<file path="src/hdl/cfg_regs_pkg.sv">
package cfg_regs_pkg;

	// --------------------------------------------------------------
	// Port addresses and index map
	// --------------------------------------------------------------
	localparam logic [15:0] INDEX_PORT = 16'h0022;
	localparam logic [15:0] DATA_PORT = 16'h0023;
	localparam logic [7:0] IDX_LOW = 8'hC0;
	localparam logic [7:0] IDX_HIGH = 8'hCF;
	localparam logic [7:0] IDX_CTRL0 = 8'hC0;
	localparam logic [7:0] IDX_CTRL1 = 8'hC1;
	// Narrow map: first index of each 16-bit region pair
	localparam logic [7:0] IDX_N_REGION1 = 8'hC5;
	localparam logic [7:0] IDX_N_REGION2 = 8'hC8;
	localparam logic [7:0] IDX_N_REGION3 = 8'hCB;
	localparam logic [7:0] IDX_N_REGION4 = 8'hCE;
	// Wide map: first index of each 24-bit region triple
	localparam logic [7:0] IDX_W_REGION1 = 8'hC4;
	localparam logic [7:0] IDX_W_REGION2 = 8'hC7;
	localparam logic [7:0] IDX_W_REGION3 = 8'hCA;
	localparam logic [7:0] IDX_W_REGION4 = 8'hCD;
	localparam logic [7:0] CTRL_RESET = 8'h00;

	// --------------------------------------------------------------
	// Control register 0 fields
	// --------------------------------------------------------------
	localparam int C0_MEGABYTE_LOW_UNCACHED = 0;
	localparam int C0_UPPER_MEMORY_UNCACHED = 1;
	localparam int C0_ADDR_BIT20_MASK_PIN_EN = 2;
	localparam int C0_CACHE_ENABLE_PIN_EN = 3;
	localparam int C0_FLUSH_PIN_EN = 4;
	localparam int C0_PURGE_ON_HOLD = 5;
	localparam int C0_CACHE_ORG_SELECT = 6;
	localparam int C0_SUSPEND_PINS_EN = 7;

	// --------------------------------------------------------------
	// Control register 1 fields
	// --------------------------------------------------------------
	localparam int C1_SYSMGMT_PINS_EN = 1;
	localparam int C1_SYSMGMT_MEM_ACCESS = 2;
	localparam int C1_MAIN_MEM_DATA_ACCESS = 3;
	localparam int C1_REGION1_PROTECT = 4;
	localparam int C1_REGION4_SYSMGMT = 7;

	// --------------------------------------------------------------
	// Region decode constants
	// --------------------------------------------------------------
	localparam logic [3:0] SIZE_DISABLED = 4'h0;
	localparam logic [3:0] SIZE_4G = 4'hF;
	localparam int SIZE_SHIFT_BASE = 11;
	localparam logic [31:0] MB_64K_MASK = 32'h000F_0000;
	localparam logic [31:0] UPPER_LOW = 32'h000A_0000;
	localparam logic [31:0] UPPER_HIGH = 32'h0010_0000;
	localparam int NUM_REGIONS = 4;

	typedef enum logic [1:0] {IO_IDLE, IO_ARMED} io_state_t;

endpackage

</file>
<file path="src/hdl/region_if.sv">
`timescale 1ns/1ps
// Region registers as seen by the matching logic
interface region_if;
	localparam int NUM_W = 20;
	logic [NUM_W-1:0] start_addr [4];
	logic [3:0] size_code [4];
	logic [3:0] hit;
	logic [31:0] addr;
	modport owner (output start_addr, output size_code, output addr, input hit);
	modport matcher (input start_addr, input size_code, input addr, output hit);
endinterface

</file>
<file path="src/hdl/indexed_config_region_regs.sv">
`timescale 1ns/1ps
module indexed_config_region_regs
	import cfg_regs_pkg::*;
#(
	parameter bit WIDE_MAP = 1'b0
)
(
	input wire logic clk_in,
	input wire logic nrst_in,
	input wire logic io_valid_in,
	input wire logic io_write_in,
	input wire logic [15:0] io_addr_in,
	input wire logic [7:0] io_wdata_in,
	output logic io_claim_out,
	output logic io_external_out,
	output logic [7:0] io_rdata_out,
	input wire logic [31:0] mem_addr_in,
	input wire logic mem_write_in,
	input wire logic mem_data_in,
	input wire logic in_sysmgmt_in,
	input wire logic hold_enter_in,
	input wire logic addr_bit20_mask_in,
	input wire logic cache_enable_in,
	input wire logic cache_flush_in,
	input wire logic suspend_request_in,
	input wire logic suspend_ack_in,
	input wire logic sysmgmt_interrupt_in,
	input wire logic sysmgmt_strobe_in,
	output logic uncacheable_out,
	output logic write_protect_out,
	output logic sysmgmt_space_out,
	output logic force_external_out,
	output logic use_main_mem_out,
	output logic addr_bit20_mask_out,
	output logic cache_enable_out,
	output logic cache_flush_out,
	output logic direct_mapped_out,
	output logic suspend_request_out,
	output logic suspend_ack_out,
	output logic suspend_ack_oe_out,
	output logic sysmgmt_interrupt_out,
	output logic sysmgmt_strobe_out,
	output logic sysmgmt_strobe_oe_out
);

	// --------------------------------------------------------------
	// Storage
	// --------------------------------------------------------------
	logic [7:0] config_control_0_r;
	logic [7:0] config_control_1_r;
	logic [7:0] index_r;
	logic [7:0] rdata_r;
	logic [23:0] region_r [4];
	io_state_t state_r;
	region_if rg ();

	region_match u_match
	(
		.rg(rg)
	);

	// --------------------------------------------------------------
	// Index decoding
	// --------------------------------------------------------------
	// Returns region number and byte lane for an index, lane 3 means none
	function automatic logic [3:0] region_sel(input logic [7:0] idx, input bit wide);
		logic [3:0] r;
		r = 4'hF;
		for (int i = 0; i < 4; i++)
		begin
			if (!wide && idx == 8'(IDX_N_REGION1 + 3 * i))
				r = {2'(i), 2'd0};
			else if (!wide && idx == 8'(IDX_N_REGION1 + 3 * i + 1))
				r = {2'(i), 2'd1};
			else if (wide && idx >= 8'(IDX_W_REGION1 + 3 * i) &&
				idx <= 8'(IDX_W_REGION1 + 3 * i + 2))
				r = {2'(i), 2'(idx - 8'(IDX_W_REGION1 + 3 * i))};
		end
		return r;
	endfunction

	wire is_index_port = io_valid_in && (io_addr_in == INDEX_PORT);
	wire is_data_port = io_valid_in && (io_addr_in == DATA_PORT);
	wire in_range = (index_r >= IDX_LOW) && (index_r <= IDX_HIGH);
	wire [3:0] sel = region_sel(index_r, WIDE_MAP);
	wire sel_region = (sel[1:0] != 2'd3);
	wire [1:0] sel_num = sel[3:2];
	wire [1:0] sel_lane = sel[1:0];
	wire sel_ctrl0 = (index_r == IDX_CTRL0);
	wire sel_ctrl1 = (index_r == IDX_CTRL1);
	// Reserved indices inside the range are claimed but read zero
	wire data_claim = is_data_port && (state_r == IO_ARMED) && in_range;
	wire idx_claim = is_index_port;
	wire data_write = data_claim && io_write_in;
	wire [7:0] read_value = sel_ctrl0 ? config_control_0_r :
		sel_ctrl1 ? config_control_1_r :
		sel_region ? region_r[sel_num][8 * sel_lane +: 8] : 8'h00;

	assign io_claim_out = idx_claim || data_claim;
	// Data port without a fresh index, or out of range, runs externally
	assign io_external_out = is_data_port && !data_claim;
	assign io_rdata_out = rdata_r;

	// --------------------------------------------------------------
	// Index/data sequencing
	// --------------------------------------------------------------
	// One data access consumes the index, so a repeat goes off-chip
	always_ff @(posedge clk_in or negedge nrst_in)
	begin
		if (!nrst_in)
			state_r <= IO_IDLE;
		else if (is_index_port && io_write_in)
			state_r <= IO_ARMED;
		else if (is_data_port)
			state_r <= IO_IDLE;
	end

	always_ff @(posedge clk_in or negedge nrst_in)
	begin
		if (!nrst_in)
			index_r <= 8'h00;
		else if (is_index_port && io_write_in)
			index_r <= io_wdata_in;
	end

	always_ff @(posedge clk_in or negedge nrst_in)
	begin
		if (!nrst_in)
			rdata_r <= 8'h00;
		else if (data_claim && !io_write_in)
			rdata_r <= read_value;
		else if (idx_claim && !io_write_in)
			rdata_r <= index_r;
	end

	// --------------------------------------------------------------
	// Configuration registers
	// --------------------------------------------------------------
	always_ff @(posedge clk_in or negedge nrst_in)
	begin
		if (!nrst_in)
		begin
			config_control_0_r <= CTRL_RESET;
			config_control_1_r <= CTRL_RESET;
		end
		else if (data_write && sel_ctrl0)
			config_control_0_r <= io_wdata_in;
		else if (data_write && sel_ctrl1)
			config_control_1_r <= io_wdata_in & 8'hFE; // bit 0 reserved
	end

	// Narrow map keeps the low 16 bits: lane 1 is high byte, lane 0 holds
	// start bits and the size code, stored here in the wide layout.
	always_ff @(posedge clk_in or negedge nrst_in)
	begin
		if (!nrst_in)
		begin
			for (int i = 0; i < 4; i++)
				region_r[i] <= 24'h00_0000;
		end
		else if (data_write && sel_region)
			region_r[sel_num][8 * sel_lane +: 8] <= io_wdata_in;
	end

	// --------------------------------------------------------------
	// Region matching
	// --------------------------------------------------------------
	// Layout: lane 0 bits 7:4 start[15:12], 3:0 size; lanes above start[31:16]
	for (genvar i = 0; i < 4; i++)
	begin : g_rg
		assign rg.size_code[i] = region_r[i][3:0];
		assign rg.start_addr[i] = WIDE_MAP ? region_r[i][23:4] :
			{8'h00, region_r[i][15:8], region_r[i][7:4]};
	end
	assign rg.addr = mem_addr_in;

	wire [2:0] protect_bits = config_control_1_r[C1_REGION1_PROTECT +: 3];
	wire region4_sm = config_control_1_r[C1_REGION4_SYSMGMT];
	wire sm_access = config_control_1_r[C1_SYSMGMT_MEM_ACCESS];
	wire sm_pins = config_control_1_r[C1_SYSMGMT_PINS_EN];
	wire main_mem = config_control_1_r[C1_MAIN_MEM_DATA_ACCESS];
	wire [2:0] wp_hit = rg.hit[2:0] & protect_bits;
	wire [2:0] nc_hit = rg.hit[2:0] & ~protect_bits;
	wire mb_low = config_control_0_r[C0_MEGABYTE_LOW_UNCACHED] &&
		((mem_addr_in & MB_64K_MASK) == 32'h0000_0000);
	wire upper_mem = config_control_0_r[C0_UPPER_MEMORY_UNCACHED] &&
		(mem_addr_in >= UPPER_LOW) && (mem_addr_in < UPPER_HIGH);
	wire in_sm_space = rg.hit[3] && region4_sm;
	wire sm_ready = region4_sm && (rg.size_code[3] != SIZE_DISABLED);

	// --------------------------------------------------------------
	// Cache and memory steering
	// --------------------------------------------------------------
	assign uncacheable_out = mb_low || upper_mem || (|nc_hit) || rg.hit[3];
	assign write_protect_out = (|wp_hit) && mem_write_in;
	assign sysmgmt_space_out = in_sm_space && !(main_mem && mem_data_in &&
		(in_sysmgmt_in || sm_access));
	assign force_external_out = in_sm_space && sm_access;
	assign use_main_mem_out = main_mem && mem_data_in && (in_sysmgmt_in || sm_access);
	assign direct_mapped_out = config_control_0_r[C0_CACHE_ORG_SELECT];

	// --------------------------------------------------------------
	// Pin gating
	// --------------------------------------------------------------
	assign addr_bit20_mask_out = addr_bit20_mask_in &&
		config_control_0_r[C0_ADDR_BIT20_MASK_PIN_EN];
	assign cache_enable_out = cache_enable_in &&
		config_control_0_r[C0_CACHE_ENABLE_PIN_EN];
	// Hold entry flush also rides on the flush output
	assign cache_flush_out = (cache_flush_in && config_control_0_r[C0_FLUSH_PIN_EN]) ||
		(hold_enter_in && config_control_0_r[C0_PURGE_ON_HOLD]);
	assign suspend_request_out = suspend_request_in &&
		config_control_0_r[C0_SUSPEND_PINS_EN];
	assign suspend_ack_out = suspend_ack_in;
	assign suspend_ack_oe_out = config_control_0_r[C0_SUSPEND_PINS_EN];
	// Interrupt needs pins on, region 4 sized as sysmgmt and no forced access
	assign sysmgmt_interrupt_out = sysmgmt_interrupt_in && sm_pins && sm_ready &&
		!sm_access;
	assign sysmgmt_strobe_out = sysmgmt_strobe_in || force_external_out;
	assign sysmgmt_strobe_oe_out = sm_pins;

	// --------------------------------------------------------------
	// Checks
	// --------------------------------------------------------------
	a_second_data_external: assert property (@(posedge clk_in) disable iff (!nrst_in)
		(is_data_port && state_r == IO_IDLE) |-> (io_external_out && !io_claim_out))
		else $error("repeated data access was claimed");
	a_data_disarms: assert property (@(posedge clk_in) disable iff (!nrst_in)
		is_data_port |=> (state_r == IO_IDLE))
		else $error("data access left the index armed");
	a_range_external: assert property (@(posedge clk_in) disable iff (!nrst_in)
		(is_data_port && !in_range) |-> (io_external_out && !io_claim_out))
		else $error("out of range index claimed");
	a_ctrl0_write: assert property (@(posedge clk_in) disable iff (!nrst_in)
		(data_write && sel_ctrl0) |=> (config_control_0_r == $past(io_wdata_in)))
		else $error("control 0 not written");
	a_suspend_float: assert property (@(posedge clk_in) disable iff (!nrst_in)
		!config_control_0_r[C0_SUSPEND_PINS_EN] |-> (!suspend_ack_oe_out &&
		!suspend_request_out))
		else $error("suspend pins active while disabled");
	a_strobe_float: assert property (@(posedge clk_in) disable iff (!nrst_in)
		!sm_pins |-> (!sysmgmt_strobe_oe_out && !sysmgmt_interrupt_out))
		else $error("sysmgmt pins active while disabled");
	a_smi_sized: assert property (@(posedge clk_in) disable iff (!nrst_in)
		sysmgmt_interrupt_out |-> (rg.size_code[3] != SIZE_DISABLED && region4_sm))
		else $error("interrupt with region 4 unsized");
	a_upper_uncached: assert property (@(posedge clk_in) disable iff (!nrst_in)
		(config_control_0_r[C0_UPPER_MEMORY_UNCACHED] && mem_addr_in == 32'h000B_8000)
		|-> uncacheable_out)
		else $error("upper memory cached");
	a_hold_flush: assert property (@(posedge clk_in) disable iff (!nrst_in)
		(hold_enter_in && config_control_0_r[C0_PURGE_ON_HOLD]) |-> cache_flush_out)
		else $error("no flush on hold");
	a_pin_gate: assert property (@(posedge clk_in) disable iff (!nrst_in)
		!config_control_0_r[C0_CACHE_ENABLE_PIN_EN] |-> !cache_enable_out)
		else $error("cache enable pin not gated");
	a_flush_gate: assert property (@(posedge clk_in) disable iff (!nrst_in)
		(!config_control_0_r[C0_FLUSH_PIN_EN] && !hold_enter_in) |-> !cache_flush_out)
		else $error("flush pin not gated");
	a_mb_low_uncached: assert property (@(posedge clk_in) disable iff (!nrst_in)
		(config_control_0_r[C0_MEGABYTE_LOW_UNCACHED] && mem_addr_in[19:16] == 4'h0)
		|-> uncacheable_out)
		else $error("low 64K of a megabyte cached");
	// Region checks watch regions 1 and 4 only; the other two share region 1's path
	a_protect_write: assert property (@(posedge clk_in) disable iff (!nrst_in)
		(rg.hit[0] && protect_bits[0] && mem_write_in) |-> write_protect_out)
		else $error("protected region write not flagged");
	a_unprotected_uncached: assert property (@(posedge clk_in) disable iff (!nrst_in)
		(rg.hit[0] && !protect_bits[0]) |-> uncacheable_out)
		else $error("plain region cached");
	a_region4_uncached: assert property (@(posedge clk_in) disable iff (!nrst_in)
		rg.hit[3] |-> uncacheable_out)
		else $error("region 4 cached");
	a_region_off: assert property (@(posedge clk_in) disable iff (!nrst_in)
		(rg.size_code[0] == SIZE_DISABLED) |-> !rg.hit[0])
		else $error("disabled region hit");
	a_sm_external: assert property (@(posedge clk_in) disable iff (!nrst_in)
		(in_sm_space && sm_access) |-> (force_external_out && sysmgmt_strobe_out))
		else $error("sysmgmt access not external");
	a_smi_gated: assert property (@(posedge clk_in) disable iff (!nrst_in)
		sm_access |-> !sysmgmt_interrupt_out)
		else $error("interrupt passed during forced access");
	a_main_mem: assert property (@(posedge clk_in) disable iff (!nrst_in)
		(main_mem && mem_data_in && sm_access) |-> (use_main_mem_out && !sysmgmt_space_out))
		else $error("data access not steered to main memory");

endmodule

</file>
<file path="src/hdl/region_match.sv">
`timescale 1ns/1ps
module region_match
	import cfg_regs_pkg::*;
(
	region_if.matcher rg
);

	// --------------------------------------------------------------
	// Address-region hit detection
	// --------------------------------------------------------------
	// Mask of address bits that lie inside a block of this size code
	function automatic logic [31:0] block_mask(input logic [3:0] code);
		logic [31:0] m;
		m = 32'h0000_0000;
		if (code == SIZE_4G)
			m = 32'hFFFF_FFFF;
		else if (code != SIZE_DISABLED)
			m = 32'hFFFF_FFFF >> (5'(32 - SIZE_SHIFT_BASE) - 5'(code)); // Code n spans n+11 bits
		return m;
	endfunction

	// Start address is held as the top 20 bits, a 4-KByte unit
	for (genvar i = 0; i < 4; i++)
	begin : g_hit
		wire [31:0] start_full = {rg.start_addr[i], 12'h000};
		wire [31:0] mask = block_mask(rg.size_code[i]);
		assign rg.hit[i] = (rg.size_code[i] != SIZE_DISABLED) &&
			((rg.addr & ~mask) == (start_full & ~mask));
	end

endmodule

</file>
<file path="config.mk">
export PLATFORM = sky130hd
export DESIGN_NAME = indexed_config_region_regs
export DESIGN_NICKNAME = d
export VERILOG_FILES = /design/src/hdl/cfg_regs_pkg.sv /design/src/hdl/region_if.sv /design/src/hdl/indexed_config_region_regs.sv /design/src/hdl/region_match.sv
export SDC_FILE = /design/constraint.sdc
export NUM_CORES = 1
export LEC_CHECK = 0
export BUFFER_PORTS_ARGS = -buffer_cell sky130_fd_sc_hd__buf_2
export CAP_MARGIN = 20
export CORE_MARGIN = 4
export CORE_UTILIZATION = 59
export CTS_CLUSTER_SIZE = 8
export DETAILED_ROUTE_END_ITERATION = 7
export PLACE_DENSITY = 0.78
export RECOVER_POWER = 100
export SLEW_MARGIN = 20
export SYNTH_ARGS = -nofsm -noshare
export SYNTH_HDL_FRONTEND = slang
export SYNTH_HIERARCHICAL = 1
export SYNTH_SLANG_ARGS = --single-unit
</file>
<file path="constraint.sdc">
create_clock -name clk_in -period 3.85 [get_ports clk_in]
set_clock_uncertainty 0.05 [all_clocks]
set_input_delay 0.77 -clock clk_in [delete_from_list [all_inputs] [get_ports clk_in]]
set_output_delay 0.77 -clock clk_in [all_outputs]
set_load 0.03 [all_outputs]
</file>
* Word level (Yosys, flattened, before mapping) *
Cells that the tools add are included.

word-level totals
  flip-flop bits (word level) = 129
  latch bits = 0
  word-level logic and storage cells = 152
  bits of input ports = 71
  bits in read-only memories = 0
  RAM bits = 0
  memories = 0

cells by class
  muxes and demuxes = 29
  bitwise operators = 17
  shifts and indexed selects = 7
  divide/modulo/power cells = 0
  eq/ne operators = 22
  $lt $le $gt $ge = 6
  reduce and logical (&&, ||, !) cells = 57
  multiply operators = 0
  add/sub/neg operators = 5

operator list
  operator                 number
  $mux 32                  8
  $and 24x32->32           4
  $and 32x32->32           4
  $eq 32x32->1             4
  $not 32->32              4
  $shr 32x5->32 const A    4
  $bwmux 96                1
  $eq 8x8->1 const B       10
  $mux 24                  3
  $bmux 24 s2              1
  $demux 24 s2             1
  $mux 8                   5
  $logic_and 1x1->1        36
  $neg 5->34               1
  $shift 8x34->24 const A  1
  $shiftx 8x34->24         1
  $eq 16x6->1 const B      2
  $ge 32x20->1 const B     1
  $logic_not 32->1         1
  $lt 32x21->1 const B     1
  $mux 4                   8
  $shiftx 24x6->8          1
  $sub 5x4->5 const A      4
  $eq 4x4->1 const B       4
  other kinds (17)         33

* Longest topological paths before layout *
Gate-level depths: netlist (run 1).

  word-level depth = 18
  mapped depth = 15
  gate-level depth less buffers = 14

* Modules after synthesis *
Netlist (run 1), hierarchy kept.

by module, submodules not included
  module                      cells an instance  instances  sequential area each (um2)  area an instance (um2)
  indexed_config_region_regs  548                1          2402.3                      5170.0
  region_match                448                1          0.0                         2930.3

* Worst setup path before layout (run 1) *
Ideal clock, no wire load.

  path type = register to output
  start = register region_r[25] (netlist name)
  end = output port write_protect_out
  data arrival time = 2906 ps
  required time = 3030 ps
  stages on the path, launching flop included = 13
  path slack = 124 ps
  cell sequence = dfrtp_1 buf_4 inv_2 ha_1 clkbuf_1 nor3_1 nor3_1 a2111oi_0 nand3_1 a211o_1 a22oi_1 a222oi_1 nor2b_1

on the way
  word-level cells in the longest chain between the ends = 11
  elaborated cells between the ends (all ways) = 14
  those cells by class = 1 x add/sub; 2 x eq/ne; 1 x shift; 2 x mux; 4 x bitwise; 4 x reduce/logical

RTL lines
  item                                              line                               text
  start, declared                                   indexed_config_region_regs.sv:53   logic [23:0] region_r [4];
  start signal, assigned by index                   indexed_config_region_regs.sv:162  region_r[sel_num][8 * sel_lane +: 8] <= io_wdata_in;
  $sub 5x4->5                                       region_match.sv:18                 m = 32'hFFFF_FFFF >> (5'(32 - SIZE_SHIFT_BASE) - 5'(code));
  $shr 32x5->32                                     region_match.sv:18
  $mux 32                                           region_match.sv:17                 else if (code != SIZE_DISABLED)
  $mux 32                                           region_match.sv:15                 if (code == SIZE_4G)
  $not 32->32                                       region_match.sv:28                 ((rg.addr & ~mask) == (start_full & ~mask));
  $and 32x32->32 or $and 24x32->32 (tied branches)  region_match.sv:28
  $eq 32x32->1                                      region_match.sv:28
  $logic_and 1x1->1 *                               region_match.sv:27                 assign rg.hit[i] = (rg.size_code[i] != SIZE_DISABLED) &&
  net rg.hit[2]                                     region_if.sv:7                     logic [3:0] hit;
  $and 3x3->3 *                                     indexed_config_region_regs.sv:182  wire [2:0] wp_hit = rg.hit[2:0] & protect_bits;
  $reduce_or 3->1 *                                 indexed_config_region_regs.sv:195  assign write_protect_out = (|wp_hit) && mem_write_in;
  $logic_and 1x1->1 *                               indexed_config_region_regs.sv:195
  end, declared                                     indexed_config_region_regs.sv:30   output logic write_protect_out,

Mark *: on every way through the listed nets, which the timed path passes. The rest lies on a longest branch.

* Worst setup path after layout (run 1) *
  start = register region_r[25] (netlist name)
  end = output port uncacheable_out

on the way
  word-level cells in the longest chain between the ends = 12
  elaborated cells between the ends (all ways) = 15
  those cells by class = 1 x add/sub; 2 x eq/ne; 1 x shift; 2 x mux; 4 x bitwise; 5 x reduce/logical

RTL lines
  item                                              line                               text
  $sub 5x4->5                                       region_match.sv:18
  $shr 32x5->32                                     region_match.sv:18
  $mux 32                                           region_match.sv:17
  $mux 32                                           region_match.sv:15
  $not 32->32                                       region_match.sv:28
  $and 32x32->32 or $and 24x32->32 (tied branches)  region_match.sv:28
  $eq 32x32->1                                      region_match.sv:28
  $logic_and 1x1->1 *                               region_match.sv:27
  net rg.hit[2]                                     region_if.sv:7
  $and 3x3->3 *                                     indexed_config_region_regs.sv:183  wire [2:0] nc_hit = rg.hit[2:0] & ~protect_bits;
  $reduce_or 3->1 *                                 indexed_config_region_regs.sv:194  assign uncacheable_out = mb_low || upper_mem || (|nc_hit) || rg.hit[3];
  $logic_or 1x1->1 * (2 in a row)                   indexed_config_region_regs.sv:194
  end, declared                                     indexed_config_region_regs.sv:29   output logic uncacheable_out,

Marked as above.

==> results of run 1 <==
-- sequential cells by signal (all words and copies together), names as in the netlist --
register            cells
region_r               64
config_control_0_r      8
index_r                 8
io_rdata_out            8
config_control_1_r      7
state_r                 1
-- report_power, final --
group	switching, mW	total (mW)	internal (mW)
sequential	0.0000729	1.01	1.01
clock	0.440	0.892	0.452
combinational	0.179	0.292	0.113
-- layout by cell type, fill, tap and decap left out, drive strengths merged, types with 21 or more instances in the layout --
cell,instances
buf,163
o21ai,139
nand2,125
dfrtp,96
a21oi,58
nor2,56
xnor2,48
inv,41
clkbuf,33
xor2,32
conb,32
mux2,26
o22ai,22
o221ai,21
-- cells by family (layout without fill, tap and decap cells) --
family	after synthesis	count (layout)	synth area share (%)
AND/OR/NAND/NOR	324	324	21.7
adder cells (fa/ha/maj)	21	21	3.21
buffers and inverters	97	241	5.11
multiplexers	31	31	4.23
flip-flops	96	96	29.7
AO/OA/AOI/OAI	346	346	27.4
other	1	32	0.0463
XOR/XNOR	80	80	8.65
-- what timing repair did --
action                     4_1_cts  5_1_grt
buffers inserted                 6        4
cloned                           0        0
resized for setup               31       41
setup endpoints to repair        5        5
pin swaps                        8       17
-- through the flow --
stage                     setup TNS (ns)  total power [mW]  hold WS (ns)  setup WS (ns)  instances
after floorplan                        0              1.15         0.422          0.124       1027
after global placement           -0.0309              1.30         0.460        -0.0309       1322
after detailed placement         -0.0449              1.31         0.472        -0.0449       1322
after CTS                         -0.261              2.18         0.489         -0.163       1344
after global routing               -5.74              2.25         0.530         -0.442       1347
final                             -0.928              2.19         0.490         -0.260       1347
-- area by class of cell --
| cell class | instances | area (um2) |
|---|---|---|
| clock buffer | 9 | 225 |
| clock inverter | 7 | 65.1 |
| fill | 1076 | 3490 |
| inverter | 38 | 145 |
| multi-input combinational | 834 | 5590 |
| sequential | 96 | 2400 |
| tap | 176 | 220 |
| timing repair buffer | 187 | 1210 |
-- worst register-to-register path, cell delays in order (launching register included) --
cell	delay [ns]
dfrtp_1	0.60
clkbuf_1	0.70
nand3b_1	0.20
nor2_1	0.20
o21ai_2	0.15
ha_1	0.28
nand2b_1	0.17
nor4_2	0.44
nand2_1	0.57
o21ai_1	0.37
-- worst max path at each step --
stage,start,to
2_1_floorplan,region_r[25]$_DFFE_PN0P_,write_protect_out
3_3_place_gp,mem_addr_in[2],uncacheable_out
3_5_place_dp,mem_addr_in[21],uncacheable_out
4_1_cts,region_r[25]$_DFFE_PN0P_,uncacheable_out
5_1_grt,region_r[25]$_DFFE_PN0P_,uncacheable_out
6_report,region_r[25]$_DFFE_PN0P_,uncacheable_out
-- layer usage --
layer / global-route usage (%) / vias up / share of wire [%]
met4: 19.8 / 0 / 6.6
met2: 57.1 / 738 / 44
met3: 7.76 / 144 / 12
met1: 49.8 / 4163 / 38
met5: 0 / - / 0
li1: - / 3973 / -
==> results_dict.tcl, run 1 <==
set metrics [dict create \
    status "complete, but fails checks" \
    violations "capacitance limit, slew limit, setup timing" \
    fmax_mhz 243 \
    rrSetupSlack_ns 0.02 \
    cp_top_family "compound AO/OA/AOI/OAI gates" \
    cpPeakStageDelay_ns 0.42 \
    yosysTopAreaCellShare_pct 29.7 \
    cp-end-kind "output pin" \
    cts_buffers 9 \
    routed_via_density 6.69 \
    drtIter0Drc 1513 \
    worstSetupPathType "flip-flop to output pin" \
    yosysMostFrequentCell "nand2_1" \
    crit_path_frequent_cell "buf_6" \
    slew_viol_final 81 \
    cts_tree "done" \
    dieArea_um2 15700 \
    start_util_pct 60.7 \
    seq_area_frac_synth_pct 29.7 \
    min-delay-path-class "flip-flop to flip-flop" \
    nNetsFinal 1257 \
    synth_top_area_cell "dfrtp_1" \
    maxSlewHeadroom_pct -15.6 \
    p_per_area_nw_per_um2 222 \
    avgSynthCellArea_um2 8.13 \
    grt_remaining_overflow 0 \
    routed_wl_mm 30.4 \
    ant_nets 0 \
    rr_endpoint "region_r[74]$_DFFE_PN0P_" \
    synth_cells 996 \
    antenna_found_initial 0 \
    dpl_cell_area_um2 9270 \
    cp.depth 15 \
    cts_hold_buffers 0 \
    synth_ff_type "dfrtp_1" \
    post_drt_wl_per_cell_um 22.6 \
    cts_buffer_depth 2 \
    rr_worst_depth 9 \
    gp_congestion 1.02 \
    whs_endpoint "region_r[9]$_DFFE_PN0P_" \
    cp_num_buf_inv 4 \
    htreeDepth 3 \
    ir_worst_vdd_v 0.000262 \
    synth-edff-count 0 \
    cts_root_buf "clkbuf_16" \
    grt_pass1_wl_mm 46.3 \
    dp_hpwl_mm 22.8 \
    yosys-top-cells-count "nand2_1, o21ai_0, dfrtp_1" \
    fin_area_um2 9860 \
    ys_seq_elements 96 \
    die_x_um 125 \
    fin_ws_ns -0.260 \
    crit_chain "buf_6 -> inv_4 -> ha_4 -> nand2b_1 -> a211oi_2 -> a21oi_1 -> a2111oi_2 -> nand3_1 -> a211o_1 -> a22oi_2 -> inv_1 -> o221ai_2 -> a31oi_1 -> nand2_1 -> buf_6" \
    fin_crit_sh_pct 107 \
    dr.pass1.iters 7 \
    clock-sinks 96 \
    p_leak_nw 4.06 \
    grt_usage_pct 37.3 \
    vias 9018 \
    yosys-top-cells-area "dfrtp_1, o21ai_0, nand2_1" \
    setup_viol_count_final 5 \
    rr_startpoint "index_r[0]$_DFFE_PN0P_" \
    min_path_cells 2 \
    worstPathArrival_ns 3.29 \
    port_buffers 92 \
    syn_to_final_growth_pct 21.7 \
    layout-drive-gt1-share_pct 23.7 \
    grt_max_degree 70 \
    die_y_um 125 \
    fin_crit_ns 4.11 \
    syn_area_um2 8100 \
    hold_viol_final 0 \
    drc_errors 0 \
    clkSlewWorstSetupHoldPaths_ns 0.08 \
    utilization_pct 73.9 \
    yosysWarnings 6 \
    max_cap_violations 2 \
    synth_cell_types 85 \
    crit_path_start_kind "flip-flop" \
    grt_pass1_vias 8241 \
    rows 42 \
    grt_setup_unrepaired "yes" \
    min_from "region_r[9]$_DFFE_PN0P_" \
    crit_path_max_fanout 3 \
    antenna_cells 0 \
    worst_skew_pair.late_latency_ns 0.35 \
    io_pins 96 \
    cp.required_ns 3.03 \
    worstMarginPinSlew_ns 1.73 \
    core_um2 13300 \
    ys_async_sr_fraction_pct 100 \
    worst_path_max_delay_cell "a2111oi_2" \
]
Power figures use the tool's default switching activity.
==> run 2, diff against run 1 <==
--- a/config.mk
+++ b/config.mk
@@ -6,15 +6,13 @@
 export NUM_CORES = 1
 export LEC_CHECK = 0
 export BUFFER_PORTS_ARGS = -buffer_cell sky130_fd_sc_hd__buf_2
-export CAP_MARGIN = 20
 export CORE_MARGIN = 4
-export CORE_UTILIZATION = 59
+export CORE_UTILIZATION = 58
 export CTS_CLUSTER_SIZE = 8
 export DETAILED_ROUTE_END_ITERATION = 7
-export PLACE_DENSITY = 0.78
+export PLACE_DENSITY = 0.77
 export RECOVER_POWER = 100
 export SLEW_MARGIN = 20
 export SYNTH_ARGS = -nofsm -noshare
 export SYNTH_HDL_FRONTEND = slang
-export SYNTH_HIERARCHICAL = 1
 export SYNTH_SLANG_ARGS = --single-unit
==> constraint.sdc (replaced) <==
create_clock -name clk_in -period 4.25 [get_ports clk_in]
set_clock_uncertainty 0.05 [all_clocks]
set_input_delay 0.85 -clock clk_in [delete_from_list [all_inputs] [get_ports clk_in]]
set_output_delay 0.85 -clock clk_in [all_outputs]
set_load 0.03 [all_outputs]
==> results_dict.tcl, run 2 <==
set metrics [dict create \
    rrSetupSlack_ns 0.46 \
    layout-drive-gt1-share_pct 17.3 \
    dpl_cell_area_um2 7690 \
    core_um2 12000 \
    pwr-share-comb_pct 8.1 \
    cp-end-kind "output pin" \
    clockPowerShare_pct 46.6 \
    worstMarginPinSlew_ns 1.90 \
    slew_viol_final 77 \
    dp.cells 1082 \
    fin_crit_sh_pct 97.2 \
    io_pins 96 \
    antenna_found_initial 0 \
    maxSlewHeadroom_pct -26.6 \
    min-delay-path-class "flip-flop to flip-flop" \
    avgSynthCellArea_um2 8.09 \
    grt_max_degree 77 \
    min_path_cells 1 \
    rows 40 \
    crit_path_max_fanout 5 \
    nNetsFinal 1043 \
    worstSetupPathType "flip-flop to output pin" \
    fmax_mhz 242 \
    cp.required_ns 3.35 \
    mostFrequentLayoutCells "nand2_1, o21ai_0, dfrtp_1" \
    yosys-top-cells-area "dfrtp_1, nand2_1, o21ai_0" \
    grt_remaining_overflow 0 \
    dr.pass1.iters 6 \
    setup_tns_ns 0 \
    largest_reg_flops 64 \
    setup_viol_count_final 0 \
    crit_path_start_kind "flip-flop" \
    gr-usage-met2_pct 51.7 \
    min_from "config_control_0_r[6]$_DFFE_PN0P_" \
    cp_top_family "simple AND/OR/NAND/NOR gates" \
    yosysMostFrequentCell "nand2_1" \
    grt_pass1_wl_mm 37.6 \
    use_met3_pct 8.07 \
    p_int_mw 1.55 \
    seq_area_frac_synth_pct 33.7 \
    max_cap_violations 1 \
    cts_root_buf "clkbuf_16" \
    total_power_mw 2.02 \
    violations "capacitance limit, slew limit" \
    yosysWarnings 0 \
    synth-edff-count 0 \
    share_seq_of_total_power_pct 45.3 \
    ys_seq_elements 96 \
    fin_crit_ns 4.13 \
    cts_buffers 9 \
    utilization_pct 67.2 \
    p_sw_mw 0.470 \
    p_per_area_nw_per_um2 250 \
    rr_worst_depth 10 \
    hold_viol_final 0 \
    clkSlewWorstSetupHoldPaths_ns 0.07 \
    dieArea_um2 14100 \
    syn_to_final_growth_pct 13.3 \
    post_drt_wl_per_cell_um 21.9 \
    final_common_cell "nand2_1" \
    synth_cell_types 78 \
    cpPeakStageDelay_ns 0.55 \
    vias 7282 \
    p_leak_nw 3.52 \
    hold_ws_ns 0.489 \
    busiest_layer "met2" \
    clock-sinks 96 \
    pre_cts_ws_ns 0.247 \
    cts_buffer_depth 2 \
    drc_errors 0 \
    stdcell_count 1105 \
    whs_endpoint "config_control_0_r[6]$_DFFE_PN0P_" \
    synth_ff_type "dfrtp_1" \
    cp_num_buf_inv 1 \
    cts_tree "done" \
    worst_skew_pair.late_latency_ns 0.35 \
    grt_pass1_vias 6870 \
    use_met1_pct 46.5 \
    port_buffers 92 \
    status "complete, but fails checks" \
    ant_nets 0 \
    start_util_pct 59.3 \
    die_x_um 119 \
    grt_usage_pct 33.9 \
    fin_ws_ns 0.117 \
    largest-register "region_r" \
    worstPathArrival_ns 3.23 \
    ys_async_sr_fraction_pct 100 \
    htreeDepth 3 \
    n_fill_cell 1052 \
    gp_congestion 1.02 \
    drtIter0Drc 901 \
    synth_nets 970 \
    routed_via_density 6.59 \
    fin_area_um2 8070 \
    antenna_cells 0 \
    rr_endpoint "region_r[30]$_DFFE_PN0P_" \
    yosysTopAreaCellShare_pct 33.7 \
    die_y_um 119 \
    worst_path_max_delay_cell "or4_1" \
    synth_top_area_cell "dfrtp_1" \
    routed_wl_mm 24.3 \
    dp_hpwl_mm 18.2 \
    switching_share_pct 23.3 \
    synth_cells 881 \
    ir_worst_vdd_v 0.000272 \
    rr_startpoint "index_r[3]$_DFFE_PN0P_" \
    yosys-top-cells-count "nand2_1, dfrtp_1, o21ai_0" \
    syn_area_um2 7120 \
    crit_chain "ha_1 -> or2_0 -> or3_1 -> a22oi_1 -> nand3_1 -> or4_1 -> o22ai_2 -> and3_1 -> o41a_1 -> clkbuf_4" \
    cts_hold_buffers 0 \
]
run 2: logic make-up (layout without fill, tap and decap cells):
family / after synthesis / in the layout / share of synthesized area, %
buffers and inverters: 87 / 164 / 5.16
muxes: 28 / 28 / 4.32
adders and majority gates: 20 / 20 / 3.44
DFF: 96 / 96 / 33.7
xor gates and xnor gates: 52 / 52 / 6.39
AOI/OAI and AO/OA: 287 / 287 / 25.7
and+or+nand+nor: 311 / 311 / 21.3
run 2: what timing repair did:
| item | in CTS | in global routing |
|---|---|---|
| setup endpoints to repair | 2 | 5 |
| buffers inserted | 0 | 8 |
| gates resized for setup | 2 | 14 |
run 2: final cells by class:
| type | instances | area [um2] | share of cell area (%) |
|---|---|---|---|
| clock buffer | 9 | 225 | 2.79 |
| clock inverter | 6 | 115 | 1.43 |
| inverter | 22 | 82.6 | 1.02 |
| multi-input combinational | 698 | 4370 | 54.2 |
| sequential | 96 | 2410 | 29.8 |
| tap | 147 | 184 | 2.28 |
| timing repair buffer | 127 | 688 | 8.52 |
run 2: worst max path at each step:
stage                        startpoint                 to  slack (ns)  cells after the start
4_1_cts        region_r[25]$_DFFE_PN0P_    uncacheable_out        0.01                     10
5_1_grt        region_r[49]$_DFFE_PN0P_  write_protect_out      -0.006                     10
3_5_place_dp            mem_addr_in[28]  sysmgmt_space_out        0.25                      9
6_report       region_r[74]$_DFFE_PN0P_  write_protect_out        0.12                     10
2_1_floorplan  region_r[73]$_DFFE_PN0P_  write_protect_out        0.40                     11
3_3_place_gp            mem_addr_in[28]  sysmgmt_space_out        0.23                      9
run 2: power groups by stage:
stage                     clock [mW]  combinational, mW  sequential, mW
after floorplan                    0             0.0648           0.931
after global placement             0              0.159           0.931
after detailed placement           0              0.160           0.931
after CTS                      0.948              0.160           0.913
after global routing           0.990              0.175           0.913
final                          0.940              0.163           0.913
run 2: layer usage:
metal  up-vias  wire length, um
li1       3333                -
met1      3419             9880
met2       460            10700
met3        70             2580
met4         0             1070
met5         -                0
==> run 3, diff against run 2 <==
--- a/config.mk
+++ b/config.mk
@@ -7,12 +7,14 @@
 export LEC_CHECK = 0
 export BUFFER_PORTS_ARGS = -buffer_cell sky130_fd_sc_hd__buf_2
 export CORE_MARGIN = 4
-export CORE_UTILIZATION = 58
+export CORE_UTILIZATION = 59
 export CTS_CLUSTER_SIZE = 8
 export DETAILED_ROUTE_END_ITERATION = 7
-export PLACE_DENSITY = 0.77
+export PLACE_DENSITY = 0.78
 export RECOVER_POWER = 100
+export SKIP_LAST_GASP = 1
 export SLEW_MARGIN = 20
 export SYNTH_ARGS = -nofsm -noshare
 export SYNTH_HDL_FRONTEND = slang
+export SYNTH_HIERARCHICAL = 1
 export SYNTH_SLANG_ARGS = --single-unit
==> results_dict.tcl, run 3 (synthesis gave the netlist of run 1 again) <==
set metrics [dict create \
    status "complete, but fails checks" \
    violations "capacitance limit, slew limit, setup timing" \
    busiest_layer "met2" \
    worstSetupPathType "flip-flop to output pin" \
    cts_root_buf "clkbuf_16" \
    worstMarginPinSlew_ns 2.26 \
    port_buffers 92 \
    io_pins 96 \
    fin_area_um2 9500 \
    crit_path_start_kind "flip-flop" \
    die_y_um 125 \
    use_met1_pct 51.0 \
    cts_buffer_depth 2 \
    routed_via_density 6.61 \
    setup_tns_ns -0.249 \
    clkSlewWorstSetupHoldPaths_ns 0.07 \
    fmax_mhz 224 \
    cts_tree "done" \
    cp.required_ns 3.35 \
    dp_hpwl_mm 22.6 \
    start_util_pct 60.7 \
    antenna_found_initial 0 \
    rows 42 \
    vias 8735 \
    p_per_area_nw_per_um2 204 \
    drtIter0Drc 1429 \
    cts_buffers 9 \
    grt_remaining_overflow 0 \
    share_seq_of_total_power_pct 47.2 \
    nNetsFinal 1231 \
    dr.pass1.iters 8 \
    routed_wl_mm 29.7 \
    final_common_cell "o21ai_0" \
    largest_reg_flops 64 \
    maxSlewHeadroom_pct -50.5 \
    setup_viol_count_final 2 \
    gr-usage-met2_pct 55.8 \
    rrSetupSlack_ns 0.31 \
    p_sw_mw 0.529 \
    clockPowerShare_pct 40.2 \
    p_int_mw 1.41 \
    layout-drive-gt1-share_pct 20.6 \
    worstPathArrival_ns 3.56 \
    grt_usage_pct 36.9 \
    ant_nets 0 \
    fin_ws_ns -0.210 \
    post_drt_wl_per_cell_um 22.4 \
    fin_crit_ns 4.46 \
    pre_cts_ws_ns -0.130 \
    htreeDepth 3 \
    antenna_cells 0 \
    total_power_mw 1.94 \
    p_leak_nw 3.94 \
    use_met3_pct 6.27 \
    syn_to_final_growth_pct 17.3 \
    worst_skew_pair.late_latency_ns 0.35 \
    grt_pass1_vias 8089 \
    grt_pass1_wl_mm 45.8 \
    die_x_um 125 \
    utilization_pct 71.2 \
    cp-end-kind "output pin" \
    max_cap_violations 2 \
    clock-sinks 96 \
    dpl_cell_area_um2 9060 \
    grt_setup_unrepaired "yes" \
    core_um2 13300 \
    dieArea_um2 15700 \
    cts_hold_buffers 0 \
    grt_max_degree 42 \
    crit_path_max_fanout 3 \
    mostFrequentLayoutCells "o21ai_0, nand2_1, dfrtp_1" \
    min-delay-path-class "flip-flop to flip-flop" \
    pwr-share-comb_pct 12.6 \
    switching_share_pct 27.3 \
    hold_viol_final 0 \
    slew_viol_final 53 \
    fin_crit_sh_pct 105 \
    ir_worst_vdd_v 0.000240 \
    largest-register "region_r" \
    drc_errors 0 \
    gp_congestion 1.04 \
]
==> run 3: cell types whose count changed in the layout (fill, tap and decap cells not counted), sizes merged, moves of 9 or more <==
cell	previous run	this run
a211oi	21	10
o22ai	31	22
nand4	4	16
conb	0	32
inv	24	42
buf	100	136
a21oi	39	58
xnor2	17	48
and3	14	4
o221ai	6	21
o21ai	108	139
==> run 3: stage by stage <==
step,hold slack (ns),std cells
after CTS,0.445,1315
after global routing,0.518,1321
after floorplan,0.422,1027
final,0.484,1321
after global placement,0.462,1293
after detailed placement,0.473,1293
==> run 3: routing by layer <==
metal / share of wire (%) / wire length [um]
met5: 0 / 0
met3: 11 / 3400
met2: 43 / 12900
met1: 39 / 11500
met4: 6.2 / 1830
==> run 3: critical path: stages (launching register included) <==
cell       delay, ns
dfrtp_1         0.41
ha_2            0.21
inv_2           0.07
ha_4            0.20
or3b_4          0.38
a211oi_2        0.27
a221oi_2        0.10
a2111oi_2       0.29
nand4_1         0.19
o21a_1          0.22
a21oi_2         0.17
inv_1           0.08
o221ai_2        0.17
buf_4           0.15
a31oi_2         0.04
nand2_2         0.12
buf_6           0.13
==> run 3: cell type report <==
type                            instances  area, um2
Multi-Input combinational cell        834       5470
Fill cell                            1127       3840
Sequential cell                        96       2400
Timing Repair Buffer                  161        992
Clock buffer                           10        229
Tap cell                              176        220
Inverter                               38        143
Clock inverter                          6       47.5
==> run 3: worst paths after layout <==
check / from / end / cells after the start
max in group asynchronous: nrst_in / index_r[1]$_DFFE_PN0P_ / 2
min: config_control_0_r[3]$_DFFE_PN0P_ / config_control_0_r[3]$_DFFE_PN0P_ / 1
min reg2reg: config_control_0_r[3]$_DFFE_PN0P_ / config_control_0_r[3]$_DFFE_PN0P_ / 1
max reg2reg: index_r[0]$_DFFE_PN0P_ / region_r[0]$_DFFE_PN0P_ / 11
max: region_r[50]$_DFFE_PN0P_ / uncacheable_out / 16
min in group asynchronous: nrst_in / config_control_1_r[5]$_DFFE_PN0P_ / 1
==> run 3: power by group through the flow <==
stage	sequential [mW]	combinational [mW]	clock [mW]
2_1_floorplan	0.931	0.107	0
3_3_place_gp	0.931	0.236	0
3_5_place_dp	0.931	0.238	0
4_1_cts	0.913	0.240	0.783
5_1_grt	0.913	0.262	0.834
6_report	0.913	0.244	0.779
==> run 3: timing repair <==
| action | in CTS | in global routing |
|---|---|---|
| gates cloned | 0 | 1 |
| buffers inserted | 6 | 7 |
| pin swaps | 8 | 24 |
| setup endpoints to repair | 5 | 5 |
| resized for setup | 16 | 25 |
